## src/rx_pkg.sv

```systemverilog
/*
 Constants, state types and the notes for the serial receive status block.
 Assumes a 250 MHz system clock and a one-cycle oversample tick from outside.
*/
// Functional notes
// - Missing logic 1 at the stop-bit position sets the framing fault flag.
// - A break character, having no stop bit, also sets the framing fault flag.
// - Framing fault rises in the same cycle as receive-full for that character.
// - One stop sample wrong gives noise only; two or more give framing fault.
// - Every valid falling edge inside a character realigns the oversample phase.
// - Stop sampling ends at 154 oversample ticks (8-bit) or 170 ticks (9-bit), 16 per bit.
// - Receiver standby suppresses every receiver interrupt request.
// - Address-mark wakeup: MSB set clears standby and sets receive-full.
// - Idle wakeup clears standby without setting line-quiet or receive-full.
// - Quiet count start select chooses counting after start bit or stop bit.
// - Receive-full sets on buffer transfer and requests interrupt when enabled.
// - Line-quiet sets after 10 or 11 ones and requests interrupt when enabled.
// - Overrun keeps the old buffer, drops the new character; enable gates interrupt.
// - Noise in start, data or stop bits sets noise flag; enable gates interrupt.
// - Framing fault requests an error interrupt when its enable is set.
// - Parity mismatch sets parity fault; enable gates error interrupt.
// - In stop state the block halts, keeps registers, drops the partial character.
// - With debug clear allowed, clears during break act and stay cleared.
// - With debug clear barred, break accesses leave flags; armed clear completes after.
// - The line is sampled by an oversample clock at sixteen times the baud rate.
// - Start bit verified at phases 3, 5, 7, accepted when at most one is 1.
// - Data bits take a majority of phases 8, 9, 10; disagreement flags noise.
// - A character-length control selects 8-bit or 9-bit characters.
package rx_pkg;
   localparam int unsigned CLK_MHZ = 250;
   localparam logic [3:0] PH_START_A = 4'h3;
   localparam logic [3:0] PH_START_B = 4'h5;
   localparam logic [3:0] PH_START_C = 4'h7;
   localparam logic [3:0] PH_BIT_A = 4'h8;
   localparam logic [3:0] PH_BIT_B = 4'h9;
   localparam logic [3:0] PH_BIT_C = 4'ha;
   localparam logic [3:0] PH_LAST = 4'hf;
   localparam logic [7:0] STOP_TICKS_8 = 8'h9a;
   localparam logic [7:0] STOP_TICKS_9 = 8'haa;
   localparam logic [3:0] STOP_INDEX_8 = 4'h9;
   localparam logic [3:0] STOP_INDEX_9 = 4'ha;
   localparam logic [3:0] QUIET_ONES_8 = 4'ha;
   localparam logic [3:0] QUIET_ONES_9 = 4'hb;
   localparam logic [8:0] DATA_RESET = 9'h000;
   localparam logic [7:0] FLAGS_RESET = 8'h00;
   typedef enum logic [1:0] {idle_st, start_st, data_st} rx_state_type;
endpackage : rx_pkg

```

## src/sample_if.sv

```systemverilog
/*
 Carries per-tick sample votes from the voter to the receive core.
 Assumes both ends run on clk_sys.
*/
`timescale 1ns/1ps
interface sample_if;
   logic tick;
   logic [3:0] phase;
   logic line;
   logic vote;
   logic noisy;
   logic [2:0] ones;
   modport voter (input tick, input phase, input line, output vote, output noisy, output ones);
   modport core (output tick, output phase, output line, input vote, input noisy, input ones);
endinterface : sample_if

```

## src/sample_voter.sv

```systemverilog
/*
 Collects three samples at the data phases and forms vote, noise and count.
 Assumes the core resets phase per bit and ticks once per oversample cycle.
*/
`timescale 1ns/1ps
module sample_voter
(
   input wire logic clk_sys,
   input wire logic rst,
   input wire logic ce,
   sample_if.voter sif
);
   typedef struct packed
   {
      logic [2:0] smp;
   } voter_state_type;
   voter_state_type s_q;
   voter_state_type s_d;
   logic [2:0] cur;
   // Samples fold in at phases 8, 9 and 10 and are voted on the last one.
   always_comb
   begin
      s_d = s_q;
      cur = s_q.smp;
      if (sif.tick && sif.phase == rx_pkg::PH_BIT_A)
      begin
         s_d.smp = {2'b00, sif.line};
      end
      else if (sif.tick && (sif.phase == rx_pkg::PH_BIT_B || sif.phase == rx_pkg::PH_BIT_C))
      begin
         s_d.smp = {s_q.smp[1:0], sif.line};
      end
      if (sif.phase == rx_pkg::PH_BIT_C)
      begin
         cur = {s_q.smp[1:0], sif.line};
      end
   end
   // Majority and disagreement are combinational so the core sees them on the tick.
   assign sif.ones = 3'(cur[0]) + 3'(cur[1]) + 3'(cur[2]);
   assign sif.vote = (sif.ones >= 3'h2);
   assign sif.noisy = (sif.ones != 3'h0) && (sif.ones != 3'h3);
   always_ff @(posedge clk_sys)
   begin
      if (rst)
      begin
         s_q <= '0;
      end
      else if (ce)
      begin
         s_q <= s_d;
      end
   end
endmodule : sample_voter

```

## src/pin_sync.sv

```systemverilog
/*
 Two-flop synchroniser for the asynchronous receive pin.
 Assumes the pin idles high; reset loads ones so no false start appears.
*/
`timescale 1ns/1ps
module pin_sync
(
   input wire logic clk_sys,
   input wire logic rst,
   input wire logic ce,
   input wire logic pin,
   output logic synced
);
   typedef struct packed
   {
      logic meta;
      logic sync;
   } sync_state_type;
   sync_state_type s_q;
   sync_state_type s_d;
   // Only the second flop is visible outside.
   always_comb
   begin
      s_d = s_q;
      s_d.meta = pin;
      s_d.sync = s_q.meta;
   end
   always_ff @(posedge clk_sys)
   begin
      if (rst)
      begin
         s_q <= '1;
      end
      else if (ce)
      begin
         s_q <= s_d;
      end
   end
   assign synced = s_q.sync;
endmodule : pin_sync

```

## src/rx_status.sv

```systemverilog
/*
 Receive status and control core: start search, resync, stop check, standby,
 flags, interrupts, two-step clear and debug-break protection.
 Assumes an oversample tick at sixteen times the baud rate from a baud generator,
 and CPU strobes that are one-cycle pulses synchronous to clk_sys.
*/
`timescale 1ns/1ps
module rx_status
(
   input wire logic clk_sys,
   input wire logic rst,
   input wire logic ce,
   input wire logic rx_pin,
   input wire logic oversample_clock,
   input wire logic char_9bit,
   input wire logic parity_enable,
   input wire logic parity_odd,
   input wire logic address_wake,
   input wire logic quiet_count_start_select,
   input wire logic standby_set,
   input wire logic rx_full_irq_enable,
   input wire logic quiet_irq_enable,
   input wire logic overrun_irq_enable,
   input wire logic noise_irq_enable,
   input wire logic framing_irq_enable,
   input wire logic parity_irq_enable,
   input wire logic stop_mode,
   input wire logic debug_break,
   input wire logic debug_clear_allow,
   input wire logic status_read,
   input wire logic data_access,
   output logic [8:0] rx_data_buffer,
   output logic receiver_standby,
   output logic rx_full_flag,
   output logic quiet_flag,
   output logic overrun_flag,
   output logic noise_flag,
   output logic framing_fault_flag,
   output logic parity_fault_flag,
   output logic rx_irq,
   output logic err_irq
);
   typedef struct packed
   {
      rx_pkg::rx_state_type st;
      logic [3:0] phase;
      logic [3:0] bit_idx;
      logic [7:0] ticks;
      logic [2:0] hist;
      logic [2:0] start_smp;
      logic [8:0] shift;
      logic prev_bit;
      logic char_noise;
      logic [3:0] ones;
      logic quiet_armed;
      logic [8:0] buf_q;
      logic standby;
      logic full;
      logic quiet;
      logic ovr;
      logic nf;
      logic fe;
      logic pf;
      logic armed;
      logic rx_irq;
      logic err_irq;
   } core_state_type;
   core_state_type s_q;
   core_state_type s_d;
   logic line;
   logic run;
   logic tick;
   logic [3:0] stop_idx;
   logic [3:0] quiet_len;
   logic [8:0] data_word;
   logic par_bad;
   logic clear_ok;
   logic [2:0] st_ones;
   sample_if sif ();
   pin_sync u_sync
   (
      .clk_sys(clk_sys),
      .rst(rst),
      .ce(ce),
      .pin(rx_pin),
      .synced(line)
   );
   sample_voter u_vote
   (
      .clk_sys(clk_sys),
      .rst(rst),
      .ce(run),
      .sif(sif)
   );
   // Stop mode freezes the core and voter but not the pin synchroniser; frame state goes idle, other registers hold.
   assign run = ce && !stop_mode;
   assign tick = oversample_clock;
   assign sif.tick = tick;
   assign sif.phase = s_q.phase;
   assign sif.line = line;
   assign stop_idx = char_9bit ? rx_pkg::STOP_INDEX_9 : rx_pkg::STOP_INDEX_8;
   assign quiet_len = char_9bit ? rx_pkg::QUIET_ONES_9 : rx_pkg::QUIET_ONES_8;
   assign st_ones = 3'(s_q.start_smp[0]) + 3'(s_q.start_smp[1]) + 3'(s_q.start_smp[2]);
   // Debug break blocks clearing unless software explicitly allows it.
   assign clear_ok = !debug_break || debug_clear_allow;
   // Assemble the received word; for 8-bit frames bit 8 copies bit 7.
   always_comb
   begin
      data_word = s_q.shift;
      if (!char_9bit)
      begin
         data_word = {s_q.shift[8], s_q.shift[8:1]};
      end
      par_bad = parity_enable && ((^(char_9bit ? s_q.shift : {1'b0, s_q.shift[8:1]}))
         != parity_odd);
   end
   // Main next-state process: frame sequencing, flag set/clear, interrupts.
   always_comb
   begin
      s_d = s_q;
      if (standby_set)
      begin
         s_d.standby = 1'b1;
      end
      // Two-step clear: arm on status read with any flag set, fire on data access.
      if (status_read && clear_ok && (s_q.full | s_q.quiet | s_q.ovr | s_q.nf | s_q.fe | s_q.pf))
      begin
         s_d.armed = 1'b1;
      end
      if (data_access && s_q.armed && clear_ok)
      begin
         s_d.armed = 1'b0;
         s_d.full = 1'b0;
         s_d.quiet = 1'b0;
         s_d.ovr = 1'b0;
         s_d.nf = 1'b0;
         s_d.fe = 1'b0;
         s_d.pf = 1'b0;
      end
      if (tick)
      begin
         s_d.phase = s_q.phase + 4'h1;
         s_d.ticks = s_q.ticks + 8'h01;
         s_d.hist = {s_q.hist[1:0], line};
         case (s_q.st)
            rx_pkg::idle_st:
            begin
               s_d.phase = 4'h0;
               // Idle counting of ones; each bit time is sixteen ticks.
               if (line && s_q.quiet_armed)
               begin
                  s_d.ticks = s_q.ticks + 8'h01;
                  if (s_q.ticks == 8'hff)
                  begin
                     s_d.ticks = 8'hff;
                  end
                  if (s_q.ticks[3:0] == rx_pkg::PH_LAST)
                  begin
                     s_d.ones = s_q.ones + 4'h1;
                     if (s_q.ones + 4'h1 >= quiet_len)
                     begin
                        s_d.quiet_armed = 1'b0;
                        if (s_q.standby && !address_wake)
                        begin
                           s_d.standby = 1'b0;
                        end
                        else if (!s_q.standby)
                        begin
                           s_d.quiet = 1'b1;
                        end
                     end
                  end
               end
               // A fall after three ones is a possible start bit.
               if (s_q.hist == 3'h7 && !line)
               begin
                  s_d.st = rx_pkg::start_st;
                  s_d.phase = 4'h1;
                  s_d.ticks = 8'h01;
                  s_d.char_noise = 1'b0;
                  s_d.start_smp = 3'h0;
                  s_d.ones = quiet_count_start_select ? 4'h0 : 4'h1;
                  s_d.quiet_armed = !quiet_count_start_select;
               end
            end
            rx_pkg::start_st:
            begin
               if (s_q.phase == rx_pkg::PH_START_A || s_q.phase == rx_pkg::PH_START_B
                  || s_q.phase == rx_pkg::PH_START_C)
               begin
                  s_d.start_smp = {s_q.start_smp[1:0], line};
               end
               if (s_q.phase == rx_pkg::PH_BIT_A)
               begin
                  if (st_ones > 3'h1)
                  begin
                     s_d.st = rx_pkg::idle_st;
                     s_d.quiet_armed = 1'b0;
                  end
                  else
                  begin
                     s_d.char_noise = (st_ones == 3'h1);
                  end
               end
               if (s_q.phase == rx_pkg::PH_BIT_C)
               begin
                  s_d.char_noise = s_q.char_noise | sif.noisy;
                  s_d.prev_bit = 1'b0;
               end
               if (s_q.phase == rx_pkg::PH_LAST)
               begin
                  s_d.st = rx_pkg::data_st;
                  s_d.bit_idx = 4'h1;
               end
            end
            rx_pkg::data_st:
            begin
               // A fall after a voted 1, away from the vote samples, realigns the count.
               // Early falls (fast sender) and late falls (slow sender) are both caught.
               if (s_q.hist[0] && !line && s_q.prev_bit
                  && (s_q.phase < rx_pkg::PH_BIT_A || s_q.phase > rx_pkg::PH_BIT_C))
               begin
                  s_d.phase = 4'h1;
               end
               if (s_q.phase == rx_pkg::PH_BIT_C)
               begin
                  s_d.prev_bit = sif.vote;
                  s_d.char_noise = s_q.char_noise | sif.noisy;
                  if (s_q.quiet_armed)
                  begin
                     s_d.ones = sif.vote ? s_q.ones + 4'h1 : 4'h0;
                  end
                  if (s_q.bit_idx != stop_idx)
                  begin
                     s_d.shift = {sif.vote, s_q.shift[8:1]};
                  end
                  else
                  begin
                     // Stop bit reached at 154 or 170 ticks after the start edge.
                     s_d.st = rx_pkg::idle_st;
                     s_d.quiet_armed = 1'b1;
                     if (quiet_count_start_select || !sif.vote)
                     begin
                        s_d.ones = 4'h0;
                     end
                     s_d.ticks = 8'h00;
                     if (s_q.standby && !(address_wake && data_word[8]))
                     begin
                        s_d.buf_q = s_q.buf_q;
                     end
                     else if (s_q.full)
                     begin
                        s_d.ovr = 1'b1;
                     end
                     else
                     begin
                        if (s_q.standby)
                        begin
                           s_d.standby = 1'b0;
                        end
                        s_d.full = 1'b1;
                        s_d.buf_q = data_word;
                        s_d.fe = !sif.vote;
                        s_d.nf = s_q.char_noise | sif.noisy;
                        s_d.pf = par_bad;
                     end
                  end
                  s_d.bit_idx = s_q.bit_idx + 4'h1;
               end
            end
            default:
            begin
               s_d.st = rx_pkg::idle_st;
            end
         endcase
      end
      // Requests are registered; standby forces both low.
      s_d.rx_irq = !s_d.standby && ((s_d.full && rx_full_irq_enable)
         || (s_d.quiet && quiet_irq_enable));
      s_d.err_irq = !s_d.standby && ((s_d.ovr && overrun_irq_enable)
         || (s_d.nf && noise_irq_enable) || (s_d.fe && framing_irq_enable)
         || (s_d.pf && parity_irq_enable));
   end
   // Stop mode returns the frame state to idle, discarding any half-received character.
   always_ff @(posedge clk_sys)
   begin
      if (rst)
      begin
         s_q <= '0;
         s_q.hist <= 3'h7;
      end
      else if (ce && stop_mode)
      begin
         s_q.st <= rx_pkg::idle_st;
      end
      else if (run)
      begin
         s_q <= s_d;
      end
   end
   assign rx_data_buffer = s_q.buf_q;
   assign receiver_standby = s_q.standby;
   assign rx_full_flag = s_q.full;
   assign quiet_flag = s_q.quiet;
   assign overrun_flag = s_q.ovr;
   assign noise_flag = s_q.nf;
   assign framing_fault_flag = s_q.fe;
   assign parity_fault_flag = s_q.pf;
   assign rx_irq = s_q.rx_irq;
   assign err_irq = s_q.err_irq;

   property p_fe_with_full;
      @(posedge clk_sys) disable iff (rst)
      $rose(s_q.fe) |-> $rose(s_q.full);
   endproperty
   a_fe_with_full: assert property (p_fe_with_full) else $error("fault without full");
   property p_standby_quiet;
      @(posedge clk_sys) disable iff (rst)
      s_q.standby |-> !s_q.rx_irq && !s_q.err_irq;
   endproperty
   a_standby_quiet: assert property (p_standby_quiet) else $error("irq in standby");
   property p_ovr_keeps;
      @(posedge clk_sys) disable iff (rst)
      $rose(s_q.ovr) |-> $stable(s_q.buf_q);
   endproperty
   a_ovr_keeps: assert property (p_ovr_keeps) else $error("overrun changed buffer");
   property p_rx_irq;
      @(posedge clk_sys) disable iff (rst)
      (run && s_q.full && rx_full_irq_enable && !s_q.standby && !standby_set
         && !data_access) |=> s_q.rx_irq;
   endproperty
   a_rx_irq: assert property (p_rx_irq) else $error("no receive irq");
   property p_err_irq;
      @(posedge clk_sys) disable iff (rst)
      s_q.err_irq |-> (s_q.fe || s_q.nf || s_q.pf || s_q.ovr);
   endproperty
   a_err_irq: assert property (p_err_irq) else $error("stray error irq");
   property p_stop_hold;
      @(posedge clk_sys) disable iff (rst)
      stop_mode |=> $stable(s_q.full) && $stable(s_q.buf_q);
   endproperty
   a_stop_hold: assert property (p_stop_hold) else $error("stop changed state");
   property p_break_protect;
      @(posedge clk_sys) disable iff (rst)
      (debug_break && !debug_clear_allow && s_q.full) |=> s_q.full;
   endproperty
   a_break_protect: assert property (p_break_protect) else $error("break cleared");
   property p_idle_wake;
      @(posedge clk_sys) disable iff (rst)
      $fell(s_q.standby) && !address_wake |-> !$rose(s_q.quiet);
   endproperty
   a_idle_wake: assert property (p_idle_wake) else $error("quiet on wake");
   c_full: cover property (@(posedge clk_sys) $rose(s_q.full));
   c_fe: cover property (@(posedge clk_sys) $rose(s_q.fe));
   c_wake: cover property (@(posedge clk_sys) $fell(s_q.standby));
endmodule : rx_status

```

## config.mk

```make
export PLATFORM = sky130hd
export DESIGN_NAME = rx_status
export DESIGN_NICKNAME = d
export VERILOG_FILES = /design/src/rx_pkg.sv /design/src/sample_if.sv /design/src/sample_voter.sv /design/src/pin_sync.sv /design/src/rx_status.sv
export SDC_FILE = /design/constraint.sdc
export NUM_CORES = 1
export LEC_CHECK = 0
export BUFFER_PORTS_ARGS = -buffer_cell sky130_fd_sc_hd__buf_2
export CAP_MARGIN = 20
export CORE_MARGIN = 8
export CORE_UTILIZATION = 64
export CTS_CLUSTER_SIZE = 25
export DETAILED_ROUTE_END_ITERATION = 12
export PLACE_DENSITY = 0.94
export SYNTH_ARGS = -nofsm -noshare
export SYNTH_HDL_FRONTEND = slang
export SYNTH_SLANG_ARGS = --single-unit
export TNS_END_PERCENT = 50
```

## constraint.sdc

```tcl
create_clock -name clk_sys -period 5.94 [get_ports clk_sys]
set_input_delay 1.188 -clock clk_sys [delete_from_list [all_inputs] [get_ports clk_sys]]
set_output_delay 1.188 -clock clk_sys [all_outputs]
set_load 0.05 [all_outputs]
```

==> results.py, run 1 <==
metrics = {
    "placement": {
        "port_buffers": 39,
        "placement.setup.worst_slack_ns": 2.45,
        "place_congestion": 0.935,
        "place.detailed.hpwl_um": 6480,
    },
    "sta": {
        "tns_ns": 0,
        "fin_crit_sh_pct": 51.7,
        "setup_slack_ns": 2.87,
        "timing.final.setup_violations": 0,
        "finalWorstPathRequiredPeriod_ns": 3.07,
        "top_achievable_clock_speed_ghz": 0.326,
        "fin_worst_skew_ns": 0.00385,
        "timing.slew.headroom_pct": 43.9,
        "slew_violations": 0,
        "rsz_0062_raised_after_global_routing": "false",
        "worst-slew-pin-transition_ns": 0.840,
        "hold_violations": 0,
    },
    "hold_path": {
        "hold_path.class": "reg -> reg",
    },
    "grt": {
        "grt_pass1_wl_um": 15400,
        "overflow": 0,
        "groute.layer.met1.usage_pct": 24.6,
        "grt.met3_usage_pct": 5.12,
        "grt.total_usage_pct": 21.2,
        "grt_antenna_before_repair": 0,
        "met2_usage_pct": 36.1,
        "grt_start_max_net_pins": 62,
        "number_of_global_route_vias_before_repair": 3444,
        "top_usage_layer": "met2",
    },
    "flow_run": {
        "max-cap-violations": 0,
    },
    "synth": {
        "synth_top_family_by_area": "simple AND/OR/NAND/NOR gates",
        "top_flip_flop_cell_by_instance_count_after_synthesis": "sky130_fd_sc_hd__dfxtp_1",
        "yosys_warnings": 0,
        "synthArstFlopShare_pct": 0,
        "yosys.cell_types.count": 70,
        "yosys_register_bits": 64,
        "synth_edf_count": 0,
        "synth_seq_area_share_pct": 32.9,
        "postSynthCellCount": 458,
        "synth_nets": 496,
        "synthesis.area_um2": 3900,
        "muxShareOfSynthArea_pct": 5.81,
        "yosys.area_share.adder_pct": 5.52,
        "syn_area_per_cell_um2": 8.51,
        "simple_gate_share_of_the_synthesized_area_pct": 26.0,
        "xor_xnor_cell_area_share_of_the_yosys_netlist_pct": 3.05,
        "synth-compound-area-share_pct": 20.7,
    },
    "floorplan": {
        "io_pins": 40,
        "placementRows": 28,
        "design.core.area_um2": 5920,
        "start_util_pct": 65.8,
        "dieHeight_um": 94.1,
        "die_width_um": 94.1,
        "floorplan.die_area_um2": 8850,
    },
    "cts": {
        "post_cts_hold_buffer_count": 0,
        "max-clock-path-buffers": 2,
        "post_cts_resized": 0,
        "cts_root_buf": "sky130_fd_sc_hd__clkbuf_8",
        "clock_tree.htree_level_count": 3,
        "post_cts.repair.setup_buffers": 0,
        "cts_num_sinks": 64,
        "cts-buffers-inserted": 9,
        "clock_insertion_delay_worst_skew_ns": 0.34,
        "cts_tree": "yes",
        "clkTransAtPathRegs_ns": 0.07,
    },
    "worst_setup_path": {
        "worstPathRequired_ns": 6.16,
        "critical_path_peak_fanout": 14,
        "startpoint_type": "flop",
        "rrSetupSlack_ns": 2.87,
        "path_class": "reg -> reg",
        "cp_data_arrival_time_ns": 3.29,
        "setup.worst_path.end_class": "flop",
    },
    "drt": {
        "drtAntennaViolNets": 0,
        "initialDrtViolationCount": 342,
        "routed_wl_um": 9320,
        "drt_wl_cell_um": 16.6,
        "remaining_drc_errors": 0,
        "drt_first_pass_iters": 5,
        "detailroute.via_count": 3582,
        "drt-vias-per-instance": 6.37,
    },
    "final_layout": {
        "ff_latch_area_um2": 1280,
        "layout.cells.most_common": "sky130_fd_sc_hd__dfxtp_1",
        "final_layout_size_suffix_gt1_share_pct": 18.3,
        "synthToLayoutAreaGrowth_pct": 8.66,
        "multi_input_area_um2": 2380,
        "layout_common_cells": "sky130_fd_sc_hd__dfxtp_1, sky130_fd_sc_hd__nor2_1, sky130_fd_sc_hd__nand2_1, sky130_fd_sc_hd__buf_2, sky130_fd_sc_hd__a21oi_1",
        "nFillCells": 438,
        "final_nets": 520,
        "number_of_inserted_diodes": 0,
    },
    "pwr": {
        "power.leakage_uw": 0.00159,
        "power_density_nw_per_um2": 201,
        "power.ir.vdd_worst_mv": 0.205,
    },
    "run_status": {
        "result_of_the_run": "finished clean",
    },
}
-- metrics by stage --
| stage | hold slack (ns) | total power (µW) | area (µm²) | util [%] | std cells |
|---|---|---|---|---|---|
| after floorplan | 0.427 | 481 | 3900 | - | 458 |
| after global placement | 0.432 | 497 | 4020 | 67.9 | 544 |
| after detailed placement | 0.455 | 499 | 4020 | 67.9 | 544 |
| after CTS | 0.463 | 855 | 4210 | 71.0 | 560 |
| after global routing | 0.490 | 878 | 4240 | 71.6 | 562 |
| final | 0.459 | 853 | 4240 | 71.6 | 562 |
-- worst max-delay path, stage by stage, from the launching register on --
cell and delay [ns]:
sky130_fd_sc_hd__dfxtp_1 0.40, sky130_fd_sc_hd__and4bb_4 0.50, sky130_fd_sc_hd__mux2i_1 0.34, sky130_fd_sc_hd__inv_1 0.08
sky130_fd_sc_hd__ha_1 0.30, sky130_fd_sc_hd__ha_1 0.19, sky130_fd_sc_hd__ha_1 0.17, sky130_fd_sc_hd__or3_1 0.45
sky130_fd_sc_hd__a32o_1 0.24, sky130_fd_sc_hd__a21oi_1 0.19, sky130_fd_sc_hd__a211oi_2 0.09
-- cells in the mapped netlist, types with 2 or more instances --
library cell / instances / area [µm²]
sky130_fd_sc_hd__a211oi_1: 5 / 37.5
sky130_fd_sc_hd__and4b_1: 2 / 20.0
sky130_fd_sc_hd__clkbuf_1: 11 / 41.3
sky130_fd_sc_hd__mux2i_1: 20 / 200
sky130_fd_sc_hd__nor3_2: 2 / 20.0
sky130_fd_sc_hd__a21oi_1: 37 / 185
sky130_fd_sc_hd__nand4b_1: 3 / 26.3
sky130_fd_sc_hd__o21ai_2: 2 / 17.5
sky130_fd_sc_hd__nand2_1: 41 / 154
sky130_fd_sc_hd__and3_1: 7 / 43.8
sky130_fd_sc_hd__nand4_1: 5 / 31.3
sky130_fd_sc_hd__xnor2_1: 7 / 61.3
sky130_fd_sc_hd__and2_1: 2 / 12.5
sky130_fd_sc_hd__o211ai_1: 3 / 22.5
sky130_fd_sc_hd__nor2b_1: 6 / 37.5
sky130_fd_sc_hd__nor2_1: 57 / 214
sky130_fd_sc_hd__or3_1: 2 / 12.5
sky130_fd_sc_hd__ha_1: 14 / 175
sky130_fd_sc_hd__nor3b_1: 2 / 15.0
sky130_fd_sc_hd__inv_1: 14 / 52.6
sky130_fd_sc_hd__o21ai_0: 9 / 45.0
sky130_fd_sc_hd__a32oi_1: 2 / 17.5
sky130_fd_sc_hd__xor2_1: 4 / 35.0
sky130_fd_sc_hd__nor4_1: 3 / 18.8
sky130_fd_sc_hd__buf_2: 5 / 25.0
sky130_fd_sc_hd__a211o_1: 4 / 35.0
sky130_fd_sc_hd__o21ai_1: 3 / 15.0
sky130_fd_sc_hd__a311oi_1: 2 / 17.5
sky130_fd_sc_hd__a31oi_1: 5 / 31.3
sky130_fd_sc_hd__nand3b_1: 4 / 30.0
sky130_fd_sc_hd__nor3_1: 12 / 60.1
sky130_fd_sc_hd__a21o_1: 3 / 22.5
sky130_fd_sc_hd__dfxtp_1: 64 / 1280
sky130_fd_sc_hd__fa_1: 2 / 40.0
sky130_fd_sc_hd__nand2b_1: 12 / 75.1
sky130_fd_sc_hd__nand3_1: 15 / 75.1
sky130_fd_sc_hd__a41oi_1: 3 / 26.3
sky130_fd_sc_hd__nor2_2: 2 / 12.5
sky130_fd_sc_hd__o21a_1: 3 / 22.5
sky130_fd_sc_hd__a211oi_2: 10 / 125
sky130_fd_sc_hd__a22oi_1: 8 / 60.1
sky130_fd_sc_hd__buf_4: 13 / 97.6
-- power by group --
group / total, µW / internal [µW] / switching (µW) / leakage (µW)
Clock: 360 / 190 / 171 / 0.0000985
Sequential: 436 / 432 / 4.33 / 0.000517
Combinational: 56.7 / 19.8 / 36.9 / 0.000979
Total: 853 / 642 / 212 / 0.00159
-- flip-flops by register name, summed over array words and instances, names as in the netlist --
signal              flops
s_q                    37
rx_data_buffer          9
sif.phase               4
u_vote.s_q              3
err_irq                 1
framing_fault_flag      1
noise_flag              1
overrun_flag            1
parity_fault_flag       1
quiet_flag              1
receiver_standby        1
rx_full_flag            1
rx_irq                  1
u_sync.s_d              1
u_sync.synced           1
-- area by class of cell --
cell class,instances,area share [%]
Clock buffer,9,2.92
Clock inverter,7,1.48
Inverter,14,1.24
Multi-Input combinational cell,350,56.2
Sequential cell,64,30.2
Tap cell,75,2.22
Timing Repair Buffer,43,5.70
-- metal layers --
layer | up-vias | share of wire (%) | wire length [µm]
met1 | 1673 | 42 | 3890
li1 | 1689 | - | -
met2 | 190 | 48 | 4450
met4 | 0 | 2.5 | 229
met3 | 30 | 8.0 | 747
met5 | - | 0 | 0
-- worst paths after layout --
| path | start | to | depth (start not counted) |
|---|---|---|---|
| worst min register to register | s_q[24] | s_q[24] | 2 |
| worst max-delay path | sif.phase[0] | err_irq | 10 |
| worst min-delay path | s_q[24] | s_q[24] | 2 |
| worst max register to register | sif.phase[0] | err_irq | 10 |
-- logic make-up after synthesis --
logic type | after synthesis
AO/OA/AOI/OAI | 110
flip-flops | 64
multiplexers | 22
adder cells (fa/ha/maj) | 16
buffers and inverters | 44
AND/OR/NAND/NOR | 190
XOR/XNOR | 12
(Power assumes the default switching activity.)
==> run 2, diff against run 1 <==
--- a/config.mk
+++ b/config.mk
@@ -8,10 +8,10 @@
 export BUFFER_PORTS_ARGS = -buffer_cell sky130_fd_sc_hd__buf_2
 export CAP_MARGIN = 20
 export CORE_MARGIN = 8
-export CORE_UTILIZATION = 64
+export CORE_UTILIZATION = 54
 export CTS_CLUSTER_SIZE = 25
 export DETAILED_ROUTE_END_ITERATION = 12
-export PLACE_DENSITY = 0.94
+export PLACE_DENSITY = 0.85
 export SYNTH_ARGS = -nofsm -noshare
 export SYNTH_HDL_FRONTEND = slang
 export SYNTH_SLANG_ARGS = --single-unit
==> constraint.sdc (replaced) <==
create_clock -name clk_sys -period 2.72 [get_ports clk_sys]
set_input_delay 0.544 -clock clk_sys [delete_from_list [all_inputs] [get_ports clk_sys]]
set_output_delay 0.544 -clock clk_sys [all_outputs]
set_load 0.05 [all_outputs]
==> run 2 against run 1 <==
Compared with the run above: worst hold slack lost 0.063 ns; critical path depth is the same; power grew 120%; fmax grew 16%; first-iteration DRC count shrank 25%; flip-flop and latch count is the same; global-route usage shrank 1.9 points; critical path type unchanged; highest routed layer unchanged.
==> results.py, run 2 (synthesis results as in run 1) <==
metrics = {
    "run_status": {
        "result_of_the_run": "finished clean",
    },
    "final_layout": {
        "final_nets": 531,
        "number_of_inserted_diodes": 0,
        "final_layout_size_suffix_gt1_share_pct": 21.9,
        "layout_common_cells": "sky130_fd_sc_hd__dfxtp_1, sky130_fd_sc_hd__nor2_1, sky130_fd_sc_hd__nand2_1, sky130_fd_sc_hd__buf_2, sky130_fd_sc_hd__a21oi_1",
        "layoutNonFillerInstCount": 597,
        "ff_latch_area_um2": 1280,
        "synthToLayoutAreaGrowth_pct": 12.5,
        "design_area_um2": 4390,
        "multi_input_area_um2": 2430,
        "layout.cells.most_common": "sky130_fd_sc_hd__dfxtp_1",
        "nFillCells": 626,
        "largest_register_ffs": 37,
        "regMostFlops": "s_q",
    },
    "drt": {
        "initialDrtViolationCount": 258,
        "drt_wl_cell_um": 16.0,
        "drt_first_pass_iters": 5,
        "routed_wl_um": 9570,
        "remaining_drc_errors": 0,
        "drtAntennaViolNets": 0,
        "drt-vias-per-instance": 5.90,
        "detailroute.via_count": 3523,
    },
    "cts": {
        "cts-buffers-inserted": 9,
        "cts_tree": "yes",
        "clkTransAtPathRegs_ns": 0.07,
        "max-clock-path-buffers": 2,
        "cts_num_sinks": 64,
        "post_cts.repair.setup_buffers": 0,
        "post_cts_hold_buffer_count": 0,
        "clock_insertion_delay_worst_skew_ns": 0.35,
        "clock_tree.htree_level_count": 3,
        "cts_root_buf": "sky130_fd_sc_hd__clkbuf_8",
    },
    "pwr": {
        "share_clk_of_total_power_pct": 42.5,
        "switching_power_uw": 470,
        "power_density_nw_per_um2": 428,
        "power.ir.vdd_worst_mv": 0.313,
        "power.leakage_uw": 0.00164,
        "combinationalPowerShare_pct": 6.9,
        "p_int_uw": 1410,
        "switching_power_share_of_the_total_pct": 25.0,
        "share_seq_of_total_power_pct": 50.6,
    },
    "placement": {
        "dp_cells": 581,
        "port_buffers": 39,
        "place.detailed.hpwl_um": 6910,
        "area_after_detailed_placement_um2": 4180,
        "place_congestion": 0.914,
    },
    "sta": {
        "top_achievable_clock_speed_ghz": 0.377,
        "fin_crit_sh_pct": 97.5,
        "timing.slew.headroom_pct": 56.7,
        "hold_violations": 0,
        "timing.final.setup_violations": 0,
        "fin_worst_hold_slack_ns": 0.396,
        "finalWorstPathRequiredPeriod_ns": 2.65,
        "fin_worst_skew_ns": 0.00943,
        "slew_violations": 0,
        "tns_ns": 0,
        "worst-slew-pin-transition_ns": 0.649,
        "rsz_0062_raised_after_global_routing": "true",
    },
    "hold_path": {
        "hold_path.class": "in -> reg",
    },
    "worst_setup_path": {
        "critical_path_peak_fanout": 4,
        "startpoint_type": "flop",
        "setup.worst_path.end_class": "flop",
        "ordered_cell_list_for_the_critical_path": "and4bb_4 -> mux2_4 -> inv_4 -> fa_1 -> xor2_1 -> or3_4 -> a21o_1 -> a22oi_2 -> or3b_1 -> a21oi_1",
        "worstPathBufferInverterCount": 1,
        "cp_data_arrival_time_ns": 2.87,
        "worstPathRequired_ns": 2.93,
        "cp_top_family": "simple AND/OR/NAND/NOR gates",
        "path_class": "reg -> reg",
        "cp_slowest_stage_delay_ns": 0.39,
        "worst_path_max_delay_cell": "sky130_fd_sc_hd__and4bb_4",
    },
    "grt": {
        "number_of_global_route_vias_before_repair": 3423,
        "grt.total_usage_pct": 19.3,
        "grt_pass1_wl_um": 15800,
        "grt_start_max_net_pins": 35,
        "overflow": 0,
        "grt_antenna_before_repair": 0,
    },
    "flow_run": {
        "max-cap-violations": 0,
    },
    "floorplan": {
        "start_util_pct": 54.6,
        "floorplan.die_area_um2": 10200,
        "placementRows": 31,
        "dieHeight_um": 101,
        "die_width_um": 101,
        "design.core.area_um2": 7140,
        "io_pins": 40,
    },
}
[run 2: per-stage QoR]
| stage | setup WS, ns | util [%] | power (µW) |
|---|---|---|---|
| 6_report | 0.0674 | 61.5 | 1880 |
| 5_1_grt | -0.0276 | 61.5 | 1950 |
| 4_1_cts | 0.0157 | 61.2 | 1890 |
| 3_5_place_dp | -0.0342 | 58.6 | 1100 |
| 3_3_place_gp | 0.0991 | 58.6 | 1100 |
| 2_1_floorplan | 0.0119 | - | 1050 |
[run 2: final cells by class]
type	instances	area share (%)
multi-input combinational	350	55.4
sequential	64	29.3
timing repair buffer	54	7.02
clock buffer	10	2.91
tap	99	2.82
clock inverter	6	1.34
inverter	14	1.25
[run 2: per-layer routing]
metal | share of wire (%) | track usage (%)
met1 | 42 | 22.3
met2 | 47 | 32.0
met3 | 7.3 | 4.21
met4 | 3.4 | 11.8
met5 | 0 | 0
[run 2: power by group through the flow]
stage	registers (µW)	logic (µW)	clock network (µW)
floorplan	974	76.7	0
global placement	971	124	0
detailed placement	972	126	0
CTS	950	128	815
global route	951	140	859
finish	951	130	798
[run 2: final timing paths]
check	endpoint	cells after the start	from	slack (ns)
max	s_q[24]	10	sif.phase[0]	0.07
min	u_sync.s_d[0]	2	rx_pin	0.40
max reg2reg	s_q[24]	10	sif.phase[0]	0.07
min reg2reg	s_q[24]	2	s_q[24]	0.47
[run 2: worst register-to-register path, cell delays in order (launching register included)]
cell and delay, ns:
sky130_fd_sc_hd__dfxtp_4 0.34, sky130_fd_sc_hd__and4bb_4 0.39, sky130_fd_sc_hd__mux2_4 0.35, sky130_fd_sc_hd__inv_4 0.06
sky130_fd_sc_hd__fa_1 0.39, sky130_fd_sc_hd__xor2_1 0.15, sky130_fd_sc_hd__or3_4 0.36, sky130_fd_sc_hd__a21o_1 0.18
sky130_fd_sc_hd__a22oi_2 0.11, sky130_fd_sc_hd__or3b_1 0.13, sky130_fd_sc_hd__a21oi_1 0.06
[run 2: timing repair]
item / in CTS / in global routing
endpoints found under the setup margin: 1 / 2
pin swaps: 1 / 4
gates resized for setup: 1 / 6
